<file path="src/core/dummy_none.sv">
// holds no logic; the comparator block lives in the other core files
`timescale 1ns/1ns
`default_nettype none
`default_nettype wire

</file>
<file path="src/core/cmc_pkg.sv">
// shared constants for the comparator control block
package cmc_pkg;
    // register byte offsets on the AHB-Lite slave
    localparam logic [7:0] OFS_CTL0 = 8'h00;
    localparam logic [7:0] OFS_CTL1 = 8'h04;
    localparam logic [7:0] OFS_FLAGS = 8'h08;
    localparam logic [7:0] OFS_ENABLES = 8'h0c;
    localparam logic [7:0] OFS_MASTER = 8'h10;
    localparam logic [7:0] OFS_DIR = 8'h14;
    localparam logic [7:0] OFS_PORT = 8'h18;
    localparam logic [7:0] OFS_ANALOG_SELECT = 8'h1c;
    // comp_control_0 field positions
    localparam int CTL0_ON = 7;
    localparam int CTL0_COMP_OUTPUT_BIT = 6;
    localparam int CTL0_OE = 5;
    localparam int CTL0_POL = 4;
    localparam int CTL0_REF = 2;
    localparam int CTL0_CH = 0;
    // comp_control_1 field positions
    localparam int CTL1_SYNC = 0;
    localparam int CTL1_GSRC = 1;
    localparam int CTL1_COMP_OUTPUT_BIT = 2;
    // flag, enable and master bits
    localparam int FLAG_CHG = 3;
    localparam int EN_CHG = 3;
    localparam int MST_GLOBAL = 7;
    localparam int MST_PERIPH = 6;
    // general port layout
    localparam int PORT_W = 4;
    localparam int PIN_COMP_OUTPUT_BIT = 2;
    // values after reset
    localparam logic [7:0] RST_CTL0 = 8'h00;
    localparam logic RST_GSRC = 1'b1;
    localparam logic RST_SYNC = 1'b0;
    localparam logic [3:0] RST_DIR = 4'hf;
    localparam logic [3:0] RST_ANALOG_SELECT = 4'hf;
    // last divider count, four system clocks per instruction cycle
    localparam logic [1:0] INSTR_LAST = 2'h3;
endpackage

</file>
<file path="src/core/cmc_chg_if.sv">
// carrier between the controller and its mismatch detector
`timescale 1ns/1ns
`default_nettype none
interface cmc_chg_if;
    logic q1;
    logic comp_output_bit;
    logic rd;
    logic mismatch;
    logic rise;
    modport ctrl (output q1, output comp_output_bit, output rd, input mismatch, input rise);
    modport det (input q1, input comp_output_bit, input rd, output mismatch, output rise);
endinterface
`default_nettype wire

</file>
<file path="src/core/cmc_ctrl.sv">
// comparator control, change detection and AHB-Lite registers
// What this block does
// - raw result high when noninverting input higher
// - comparator_on enables comparator, clear powers down
// - channel_select picks inverting input pin
// - ref_select picks reference or pin noninverting
// - pin driven only if enabled, on, output
// - output_pin_enable overrides port latch regardless on
// - internal output latched each instruction cycle
// - polarity_invert inverts the reported result
// - status bit latched each instruction cycle, pin follows unlatched result
// - read latch captures output on control read
// - mismatch latch samples output one clock after each first phase
// - mismatch is latch xor, cleared by read
// - control write also updates read latch
// - change detection ignores output_pin_enable
// - change flag set by mismatch rising edge
// - return to read-latch level drops mismatch, no flag even if cleared
// - software clears flag with 0, 1 sets it
// - interrupt needs all three enables set
// - port read returns 0 for analog pins
// - control 1 holds timer bits, output readback
// - control 0 bit layout, bits 3,1 zero
// - reset turns comparator off, control 1 gate source on
`timescale 1ns/1ns
`default_nettype none
module cmc_ctrl (
    input wire logic CLK_SYS,
    input wire logic RESETN,
    input wire logic HSEL,
    input wire logic [31:0] HADDR,
    input wire logic [1:0] HTRANS,
    input wire logic HWRITE,
    input wire logic [2:0] HSIZE,
    input wire logic [31:0] HWDATA,
    input wire logic HREADY,
    output logic HREADYOUT,
    output logic [31:0] HRDATA,
    output logic HRESP,
    input wire logic CMP_RAW_IN,
    output logic CMP_POWER_EN,
    output logic CMP_INV_SEL,
    output logic CMP_REF_SEL,
    output logic TIMER_GATE_SRC,
    output logic CMP_SYNC_EN,
    input wire logic [3:0] PORT_IN,
    output logic [3:0] PORT_OUT,
    output logic [3:0] PORT_OE,
    output logic CMP_IRQ
);
    typedef struct packed {
        logic cmp_s1;
        logic cmp_s2;
        logic [3:0] prt_s1;
        logic [3:0] prt_s2;
        logic [1:0] div;
        logic q1;
        logic q1_late;
        logic comp_output_bit;
        logic on;
        logic oe;
        logic pol;
        logic refsel;
        logic chsel;
        logic gsrc;
        logic syncen;
        logic flag;
        logic cie;
        logic pie;
        logic global_irq_en;
        logic [3:0] dir;
        logic [3:0] lat;
        logic [3:0] ans;
        logic pend;
        logic pwr;
        logic phit;
        logic [7:0] pofs;
        logic ready;
        logic [31:0] rdata;
        logic irq;
        logic [3:0] pout;
        logic [3:0] poe;
        logic [3:0] pwr_v;
    } cmc_st_t;

    cmc_st_t st_r;
    cmc_st_t st_nxt;
    cmc_chg_if chg ();
    logic raw;
    logic comp_output_bit_ext;
    logic acc_rd;
    logic acc_wr;
    logic [7:0] wb;
    logic [31:0] rd_v;
    logic ctl0_acc;
    logic flag_wr;

    // raw result from the analog core, forced low while powered down
    assign raw = st_r.on & st_r.cmp_s2;
    // unlatched polarity-adjusted result used by the pin
    assign comp_output_bit_ext = raw ^ st_r.pol;

    // data phase of an accepted transfer, executed while ready is low
    assign acc_rd = st_r.pend & ~st_r.pwr & st_r.phit;
    assign acc_wr = st_r.pend & st_r.pwr & st_r.phit;
    assign wb = HWDATA[7:0];
    // every access of control 0 refreshes the read latch
    assign ctl0_acc = (acc_rd | acc_wr) & (st_r.pofs == cmc_pkg::OFS_CTL0);
    assign flag_wr = acc_wr & (st_r.pofs == cmc_pkg::OFS_FLAGS);

    // mismatch detector fed by the latched internal output
    assign chg.q1 = st_r.q1_late;
    assign chg.comp_output_bit = st_r.comp_output_bit;
    assign chg.rd = ctl0_acc;

    cmc_mismatch u_mm (
        .clk(CLK_SYS),
        .rst_n(RESETN),
        .chg(chg)
    );

    // read multiplexer over the register map
    always_comb begin
        rd_v = 32'h0;
        unique case (st_r.pofs)
            cmc_pkg::OFS_CTL0: begin
                rd_v[cmc_pkg::CTL0_ON] = st_r.on;
                rd_v[cmc_pkg::CTL0_COMP_OUTPUT_BIT] = st_r.comp_output_bit;
                rd_v[cmc_pkg::CTL0_OE] = st_r.oe;
                rd_v[cmc_pkg::CTL0_POL] = st_r.pol;
                rd_v[cmc_pkg::CTL0_REF] = st_r.refsel;
                rd_v[cmc_pkg::CTL0_CH] = st_r.chsel;
            end
            cmc_pkg::OFS_CTL1: begin
                rd_v[cmc_pkg::CTL1_SYNC] = st_r.syncen;
                rd_v[cmc_pkg::CTL1_GSRC] = st_r.gsrc;
                rd_v[cmc_pkg::CTL1_COMP_OUTPUT_BIT] = st_r.comp_output_bit;
            end
            cmc_pkg::OFS_FLAGS: begin
                rd_v[cmc_pkg::FLAG_CHG] = st_r.flag;
            end
            cmc_pkg::OFS_ENABLES: begin
                rd_v[cmc_pkg::EN_CHG] = st_r.cie;
            end
            cmc_pkg::OFS_MASTER: begin
                rd_v[cmc_pkg::MST_GLOBAL] = st_r.global_irq_en;
                rd_v[cmc_pkg::MST_PERIPH] = st_r.pie;
            end
            cmc_pkg::OFS_DIR: begin
                rd_v[3:0] = st_r.dir;
            end
            cmc_pkg::OFS_PORT: begin
                rd_v[3:0] = st_r.pwr_v;
            end
            cmc_pkg::OFS_ANALOG_SELECT: begin
                rd_v[3:0] = st_r.ans;
            end
            default: begin
                rd_v = 32'h0;
            end
        endcase
    end

    // next state of the whole block
    always_comb begin
        st_nxt = st_r;
        // two-flop synchronisers for the analog result and the pins
        st_nxt.cmp_s1 = CMP_RAW_IN;
        st_nxt.cmp_s2 = st_r.cmp_s1;
        st_nxt.prt_s1 = PORT_IN;
        st_nxt.prt_s2 = st_r.prt_s1;
        // instruction cycle divider, q1 is its first phase
        st_nxt.div = (st_r.div == cmc_pkg::INSTR_LAST) ? 2'h0 : st_r.div + 2'h1;
        st_nxt.q1 = (st_r.div == cmc_pkg::INSTR_LAST);
        st_nxt.q1_late = st_r.q1;
        if (st_r.q1) begin
            st_nxt.comp_output_bit = comp_output_bit_ext;
        end
        // pin levels, analog pins read as zero
        st_nxt.pwr_v = st_r.prt_s2 & ~st_r.ans;
        // bus: accept address phase, then one wait cycle for the data phase
        st_nxt.ready = 1'b1;
        st_nxt.pend = 1'b0;
        if (HSEL && HTRANS[1] && HREADY) begin
            st_nxt.pend = 1'b1;
            st_nxt.pwr = HWRITE;
            st_nxt.phit = (HADDR[31:8] == 24'h0);
            st_nxt.pofs = HADDR[7:0];
            st_nxt.ready = 1'b0;
        end
        // read data captured in the data phase, held until the next transfer
        if (st_r.pend) begin
            st_nxt.rdata = st_r.phit ? rd_v : 32'h0;
        end
        // register writes land at the end of the data phase
        if (acc_wr) begin
            unique case (st_r.pofs)
                cmc_pkg::OFS_CTL0: begin
                    st_nxt.on = wb[cmc_pkg::CTL0_ON];
                    st_nxt.oe = wb[cmc_pkg::CTL0_OE];
                    st_nxt.pol = wb[cmc_pkg::CTL0_POL];
                    st_nxt.refsel = wb[cmc_pkg::CTL0_REF];
                    st_nxt.chsel = wb[cmc_pkg::CTL0_CH];
                end
                cmc_pkg::OFS_CTL1: begin
                    st_nxt.syncen = wb[cmc_pkg::CTL1_SYNC];
                    st_nxt.gsrc = wb[cmc_pkg::CTL1_GSRC];
                end
                cmc_pkg::OFS_ENABLES: begin
                    st_nxt.cie = wb[cmc_pkg::EN_CHG];
                end
                cmc_pkg::OFS_MASTER: begin
                    st_nxt.global_irq_en = wb[cmc_pkg::MST_GLOBAL];
                    st_nxt.pie = wb[cmc_pkg::MST_PERIPH];
                end
                cmc_pkg::OFS_DIR: begin
                    st_nxt.dir = wb[3:0];
                end
                cmc_pkg::OFS_PORT: begin
                    st_nxt.lat = wb[3:0];
                end
                cmc_pkg::OFS_ANALOG_SELECT: begin
                    st_nxt.ans = wb[3:0];
                end
                default: begin
                    st_nxt.lat = st_r.lat;
                end
            endcase
        end
        // change flag: edge sets and wins over a software clear
        if (chg.rise || (flag_wr && wb[cmc_pkg::FLAG_CHG])) begin
            st_nxt.flag = 1'b1;
        end else if (flag_wr) begin
            st_nxt.flag = 1'b0;
        end
        // interrupt only with all three enables
        st_nxt.irq = st_r.flag & st_r.cie & st_r.pie & st_r.global_irq_en;
        // port pins, comparator output overrides the latch on its pin
        st_nxt.pout = st_r.lat;
        st_nxt.poe = ~st_r.dir;
        if (st_r.oe) begin
            st_nxt.pout[cmc_pkg::PIN_COMP_OUTPUT_BIT] = st_r.on & comp_output_bit_ext;
        end
    end

    // state register, reset leaves the comparator off
    always_ff @(posedge CLK_SYS) begin
        if (!RESETN) begin
            st_r <= '0;
            st_r.on <= cmc_pkg::RST_CTL0[cmc_pkg::CTL0_ON];
            st_r.gsrc <= cmc_pkg::RST_GSRC;
            st_r.syncen <= cmc_pkg::RST_SYNC;
            st_r.dir <= cmc_pkg::RST_DIR;
            st_r.ans <= cmc_pkg::RST_ANALOG_SELECT;
            st_r.ready <= 1'b1;
        end else begin
            st_r <= st_nxt;
        end
    end

    // outputs straight from the state register, HRESP tied low
    assign HREADYOUT = st_r.ready;
    assign HRDATA = st_r.rdata;
    assign HRESP = 1'b0;
    assign CMP_POWER_EN = st_r.on;
    assign CMP_INV_SEL = st_r.chsel;
    assign CMP_REF_SEL = st_r.refsel;
    assign TIMER_GATE_SRC = st_r.gsrc;
    assign CMP_SYNC_EN = st_r.syncen;
    assign PORT_OUT = st_r.pout;
    assign PORT_OE = st_r.poe;
    assign CMP_IRQ = st_r.irq;
endmodule
`default_nettype wire

</file>
<file path="src/core/cmc_mismatch.sv">
// two-latch mismatch detector with edge output
`timescale 1ns/1ns
`default_nettype none
module cmc_mismatch (
    input wire logic clk,
    input wire logic rst_n,
    cmc_chg_if.det chg
);
    typedef struct packed {
        logic rd_lat;
        logic q1_lat;
        logic prev;
    } cmc_mm_st_t;
    cmc_mm_st_t st_r;
    cmc_mm_st_t st_nxt;
    logic mm;

    // exclusive-or of the two latches
    assign mm = st_r.rd_lat ^ st_r.q1_lat;
    assign chg.mismatch = mm;
    assign chg.rise = mm & ~st_r.prev;

    // latch updates on control 0 access and one clock after the first phase
    always_comb begin
        st_nxt = st_r;
        st_nxt.prev = mm;
        if (chg.rd) begin
            st_nxt.rd_lat = chg.comp_output_bit;
        end
        if (chg.q1) begin
            st_nxt.q1_lat = chg.comp_output_bit;
        end
    end

    // state register, both latches equal after reset
    always_ff @(posedge clk) begin
        if (!rst_n) begin
            st_r <= '0;
        end else begin
            st_r <= st_nxt;
        end
    end
endmodule
`default_nettype wire

</file>
<file path="config.mk">
export PLATFORM = sky130hd
export DESIGN_NAME = cmc_ctrl
export DESIGN_NICKNAME = d
export VERILOG_FILES = /design/src/core/dummy_none.sv /design/src/core/cmc_pkg.sv /design/src/core/cmc_chg_if.sv /design/src/core/cmc_ctrl.sv /design/src/core/cmc_mismatch.sv
export SDC_FILE = /design/constraint.sdc
export NUM_CORES = 1
export LEC_CHECK = 0
export ABC_CLOCK_PERIOD_IN_PS = 1800
export BUFFER_PORTS_ARGS = -buffer_cell sky130_fd_sc_hd__buf_2
export CORE_MARGIN = 4
export CORE_UTILIZATION = 40
export DETAILED_ROUTE_END_ITERATION = 10
export HOLD_SLACK_MARGIN = 0.08
export MAX_ROUTING_LAYER = met4
export PLACE_DENSITY = 0.74
export SETUP_SLACK_MARGIN = 0.15
export SLEW_MARGIN = 15
export SYNTH_ARGS = -nofsm -noshare
export SYNTH_HDL_FRONTEND = slang
export SYNTH_SLANG_ARGS = --single-unit
</file>
<file path="constraint.sdc">
create_clock -name CLK_SYS -period 1.8 [get_ports CLK_SYS]
set_clock_uncertainty 0.1 [all_clocks]
set_input_delay 0.09 -clock CLK_SYS [delete_from_list [all_inputs] [get_ports CLK_SYS]]
set_output_delay 0.09 -clock CLK_SYS [all_outputs]
set_load 0.005 [all_outputs]
</file>
==> results.py <==
metrics = {
    "outcome": {
        "status": "finished clean",
    },
    "synthesis": {
        "synth-compound-area-share_pct": 8.080,
        "synth_area_per_cell_sq_um": 9.630,
        "yosys.area_share.xor_xnor_pct": 0.8526,
        "yosys_register_bits": 74,
        "synthesis.yosys.warnings": 0,
        "ys_async_sr_fraction_pct": 0,
        "netlist-cell-type-count": 39,
        "synth_simple_gate_area_share_pct": 19.53,
        "synthCells": 320,
        "post_synth_edffs": 0,
        "dominantRegCellSynth": "sky130_fd_sc_hd__dfxtp_1",
        "synth-adder-area-share_pct": 0.4060,
        "seq_area_frac_synth_pct": 48.07,
        "netlist_area_sq_um": 3082,
        "synthMuxAreaShare_pct": 9.947,
        "largest_family_of_logic_cells_by_synthesized_area": "simple AND/OR/NAND/NOR gates",
    },
    "clock_network": {
        "cts_made_buffers": 9,
        "clock_latency_ns": 0.34,
        "cts_num_sinks": 74,
        "cts-htree-levels": 3,
        "clk_pin_slew_worst_paths_ns": 0.07,
        "tritoncts": "yes",
        "clk_root_buffer_cell": "sky130_fd_sc_hd__clkbuf_8",
        "clock_tree_buf_depth": 2,
    },
    "floorplanning": {
        "die_extent_in_y_um": 95.78,
        "start_util_pct": 41.82,
        "die_w_um": 95.78,
        "rows": 31,
        "floorplan.core_area_sq_um": 7370,
        "design.die.area_sq_um": 9173,
        "io-pin-count": 127,
    },
    "finish": {
        "layout.cells.most_common": "sky130_fd_sc_hd__buf_2",
        "finish.net_count": 505,
        "layoutNonFillerInstCount": 529,
        "register_area_sq_um": 1488,
        "num_antenna_cells": 0,
        "finish.utilization_pct": 55.30,
        "layout_common_cells": "73 x sky130_fd_sc_hd__buf_2, 69 x sky130_fd_sc_hd__dfxtp_1, 39 x sky130_fd_sc_hd__dlygate4sd3_1, 29 x sky130_fd_sc_hd__nor2_1",
        "post_route_cells_drive_above_1_share_pct": 29.30,
        "synthToLayoutAreaGrowth_pct": 32.24,
        "layout.filler_cells": 658,
        "multi_input_gate_area_in_the_final_layout_sq_um": 1343,
    },
    "min_path": {
        "holdCritPathClass": "flip-flop to flip-flop",
        "min-delay-start": "st_r[86]$_SDFF_PN0_",
    },
    "routing": {
        "first_pass_iters": 4,
        "drt_iter0_markers": 89,
        "drt.antenna.violating_nets": 0,
        "avgRoutedWirePerCell_um": 14.43,
        "wirelength_um": 7634,
        "vias_per_cell": 4.822,
        "dr_total_vias": 2551,
        "drc": 0,
    },
    "power_and_ir_drop": {
        "combinationalPowerShare_pct": 7.8,
        "p_seq_share_pct": 49.3,
        "power.density_cell_area_nw_per_um2": 838.9,
        "pwr-share-clk_pct": 42.9,
        "power.switching_fraction_pct": 21.01,
        "p_switching_uw": 718.2,
        "peakVddDrop_v": 0.0006759,
        "cellLeakagePower_nw": 1.859,
        "internal_power_mw": 2.701,
    },
    "setup_path": {
        "ff2ff_path_depth": 5,
        "cp_common_cell": "sky130_fd_sc_hd__dlygate4sd3_1",
        "critPathMaxStageDelay_ns": 0.60,
        "reg2reg_to": "HRDATA[2]$_SDFFE_PN0P_",
        "cp_max_fo": 1,
        "critPathArrivalTime_ns": 1.87,
        "cp_cell_sequence": "dlygate4sd3_1 -> buf_2 -> nor4_1 -> dlygate4sd3_1 -> nand3_1 -> o21ai_1",
        "worstPathRequired_ns": 1.96,
        "r2r-start": "st_r[50]$_SDFFE_PN0P_",
        "worstSetupPathDepth": 6,
        "worst_setup_path_endpoint": "st_r[54]$_SDFFE_PN0P_",
        "critPathCaptureType": "flip-flop",
        "kind_of_start_point_of_the_critical_path": "input port",
        "worst-path-buf-inv": 3,
        "timing.critical_path.slowest_stage_cell": "sky130_fd_sc_hd__dlygate4sd3_1",
        "cp_top_family": "buffers and inverters",
        "kind_of_critical_path": "input port to flip-flop",
        "timing.reg2reg.setup_slack_ns": 0.18,
        "crit_path_start": "HADDR[14]",
    },
    "global_route": {
        "maximum_number_of_pins_on_one_net_before_global_route_repair": 26,
        "groute.usage.overall_pct": 17.54,
        "total_global_routing_overflow": 0,
        "initial_antenna_violation_count": 0,
        "number_of_global_route_vias_before_repair": 2529,
        "global_route_wire_length_before_repair_um": 11870,
    },
    "placed_design": {
        "place.detailed.hpwl_um": 5034,
        "gp_congestion": 0.8723,
        "place.detailed.instances": 473,
        "preCtsSetupSlack_ns": 0.07928,
        "io_buffers": 73,
    },
    "flow_run": {
        "drv.max_cap_violation_count": 0,
    },
    "sta": {
        "finalHoldViolations": 0,
        "grt_setup_unrepaired": "yes",
        "fin_setup_tns_ns": 0,
        "worst_setup_margin_ns": 0.08621,
        "finalWorstPathRequiredPeriod_ns": 1.714,
        "fraction_of_the_cycle_the_final_worst_path_needs_pct": 95.21,
        "finalHoldWorstSlack_ns": 0.3128,
        "fmax_ghz": 0.5835,
        "setup_viol": 0,
        "final_max_slew_viol_count": 0,
    },
}
[cell families after synthesis]
logic type               count (synthesis)
XOR/XNOR                                 3
adder cells (fa/ha/maj)                  1
multiplexers                            30
buffers and inverters                   61
other                                    1
AND/OR/NAND/NOR                        113
flip-flops                              74
AO/OA/AOI/OAI                           37
[layout make-up]
type | count | area share (%)
clock buffer | 12 | 4.053
clock inverter | 4 | 1.781
inverter | 4 | 0.3684
multi-input combinational | 209 | 32.94
sequential | 74 | 36.51
tap | 99 | 3.040
timing repair buffer | 127 | 21.31
[worst min path at each step]
stage | end | slack [ns] | depth (start not counted)
2_1_floorplan | TIMER_GATE_SRC$_SDFFE_PN1P_ | 0.12 | 2
3_3_place_gp | st_nxt[87]$_SDFF_PN0_ | 0.20 | 2
3_5_place_dp | st_nxt[85]$_SDFF_PN0_ | 0.20 | 2
4_1_cts | st_r[1]$_SDFF_PN0_ | 0.32 | 2
5_1_grt | st_r[3]$_SDFF_PN0_ | 0.33 | 2
6_report | st_r[1]$_SDFF_PN0_ | 0.31 | 2
[state kept, by name, summed over array words and instances (netlist names), 3 cells and up]
name / cells
PORT_OE: 4
HRDATA: 8
PORT_OUT: 4
u_mm.st_r: 3
st_r: 37
st_nxt: 9
[stage by stage]
stage	area, sq um	power (mW)
after floorplan	3172	1.854
after global placement	3381	1.904
after detailed placement	3381	1.909
after CTS	4021	3.444
after global routing	4075	3.559
final	4075	3.419
[worst min-delay path: stages (launching register included)]
cell and delay, ns:
sky130_fd_sc_hd__dfxtp_1 0.30, sky130_fd_sc_hd__nand2_1 0.04, sky130_fd_sc_hd__nor2_1 0.03
[layer usage]
metal | global-route usage [%] | part of all wire [%] | wire (um) | up-vias
li1 | - | - | - | 1244
met1 | 19.99 | 40 | 3021 | 1192
met2 | 28.89 | 49 | 3749 | 95
met3 | 6.333 | 8.9 | 676 | 20
met4 | 5.332 | 2.4 | 187 | 0
met5 | - | 0 | 0 | -
[power groups by stage]
| stage | Combinational [mW] | Clock, mW | Sequential (mW) |
|---|---|---|---|
| finish | 0.265 | 1.47 | 1.69 |
| global route | 0.293 | 1.58 | 1.69 |
| CTS | 0.251 | 1.51 | 1.68 |
| detailed placement | 0.188 | 0 | 1.72 |
| global placement | 0.185 | 0 | 1.72 |
| floorplan | 0.142 | 0 | 1.71 |
[synth_stat cells, types with 5 or more instances]
library cell | number | area share (%)
sky130_fd_sc_hd__a22o_1 | 9 | 2.6
sky130_fd_sc_hd__mux2i_1 | 25 | 8.1
sky130_fd_sc_hd__nand3_1 | 16 | 2.6
sky130_fd_sc_hd__mux2_2 | 5 | 1.8
sky130_fd_sc_hd__nor2_1 | 30 | 3.7
sky130_fd_sc_hd__buf_4 | 42 | 10
sky130_fd_sc_hd__clkbuf_1 | 9 | 1.1
sky130_fd_sc_hd__a21oi_1 | 12 | 1.9
sky130_fd_sc_hd__nand2_1 | 24 | 2.9
sky130_fd_sc_hd__and2_1 | 17 | 3.5
sky130_fd_sc_hd__dfxtp_1 | 74 | 48
sky130_fd_sc_hd__nor4_1 | 6 | 1.2
[repair_timing]
| action | in CTS | in global routing |
|---|---|---|
| hold endpoints to repair | 46 | 0 |
| hold buffers | 39 | 0 |
| setup buffers | 1 | 0 |
| setup endpoints to repair | 5 | 24 |
| resized for setup | 2 | 14 |
| pin swaps | 1 | 4 |
Power figures use the tool's default switching activity.
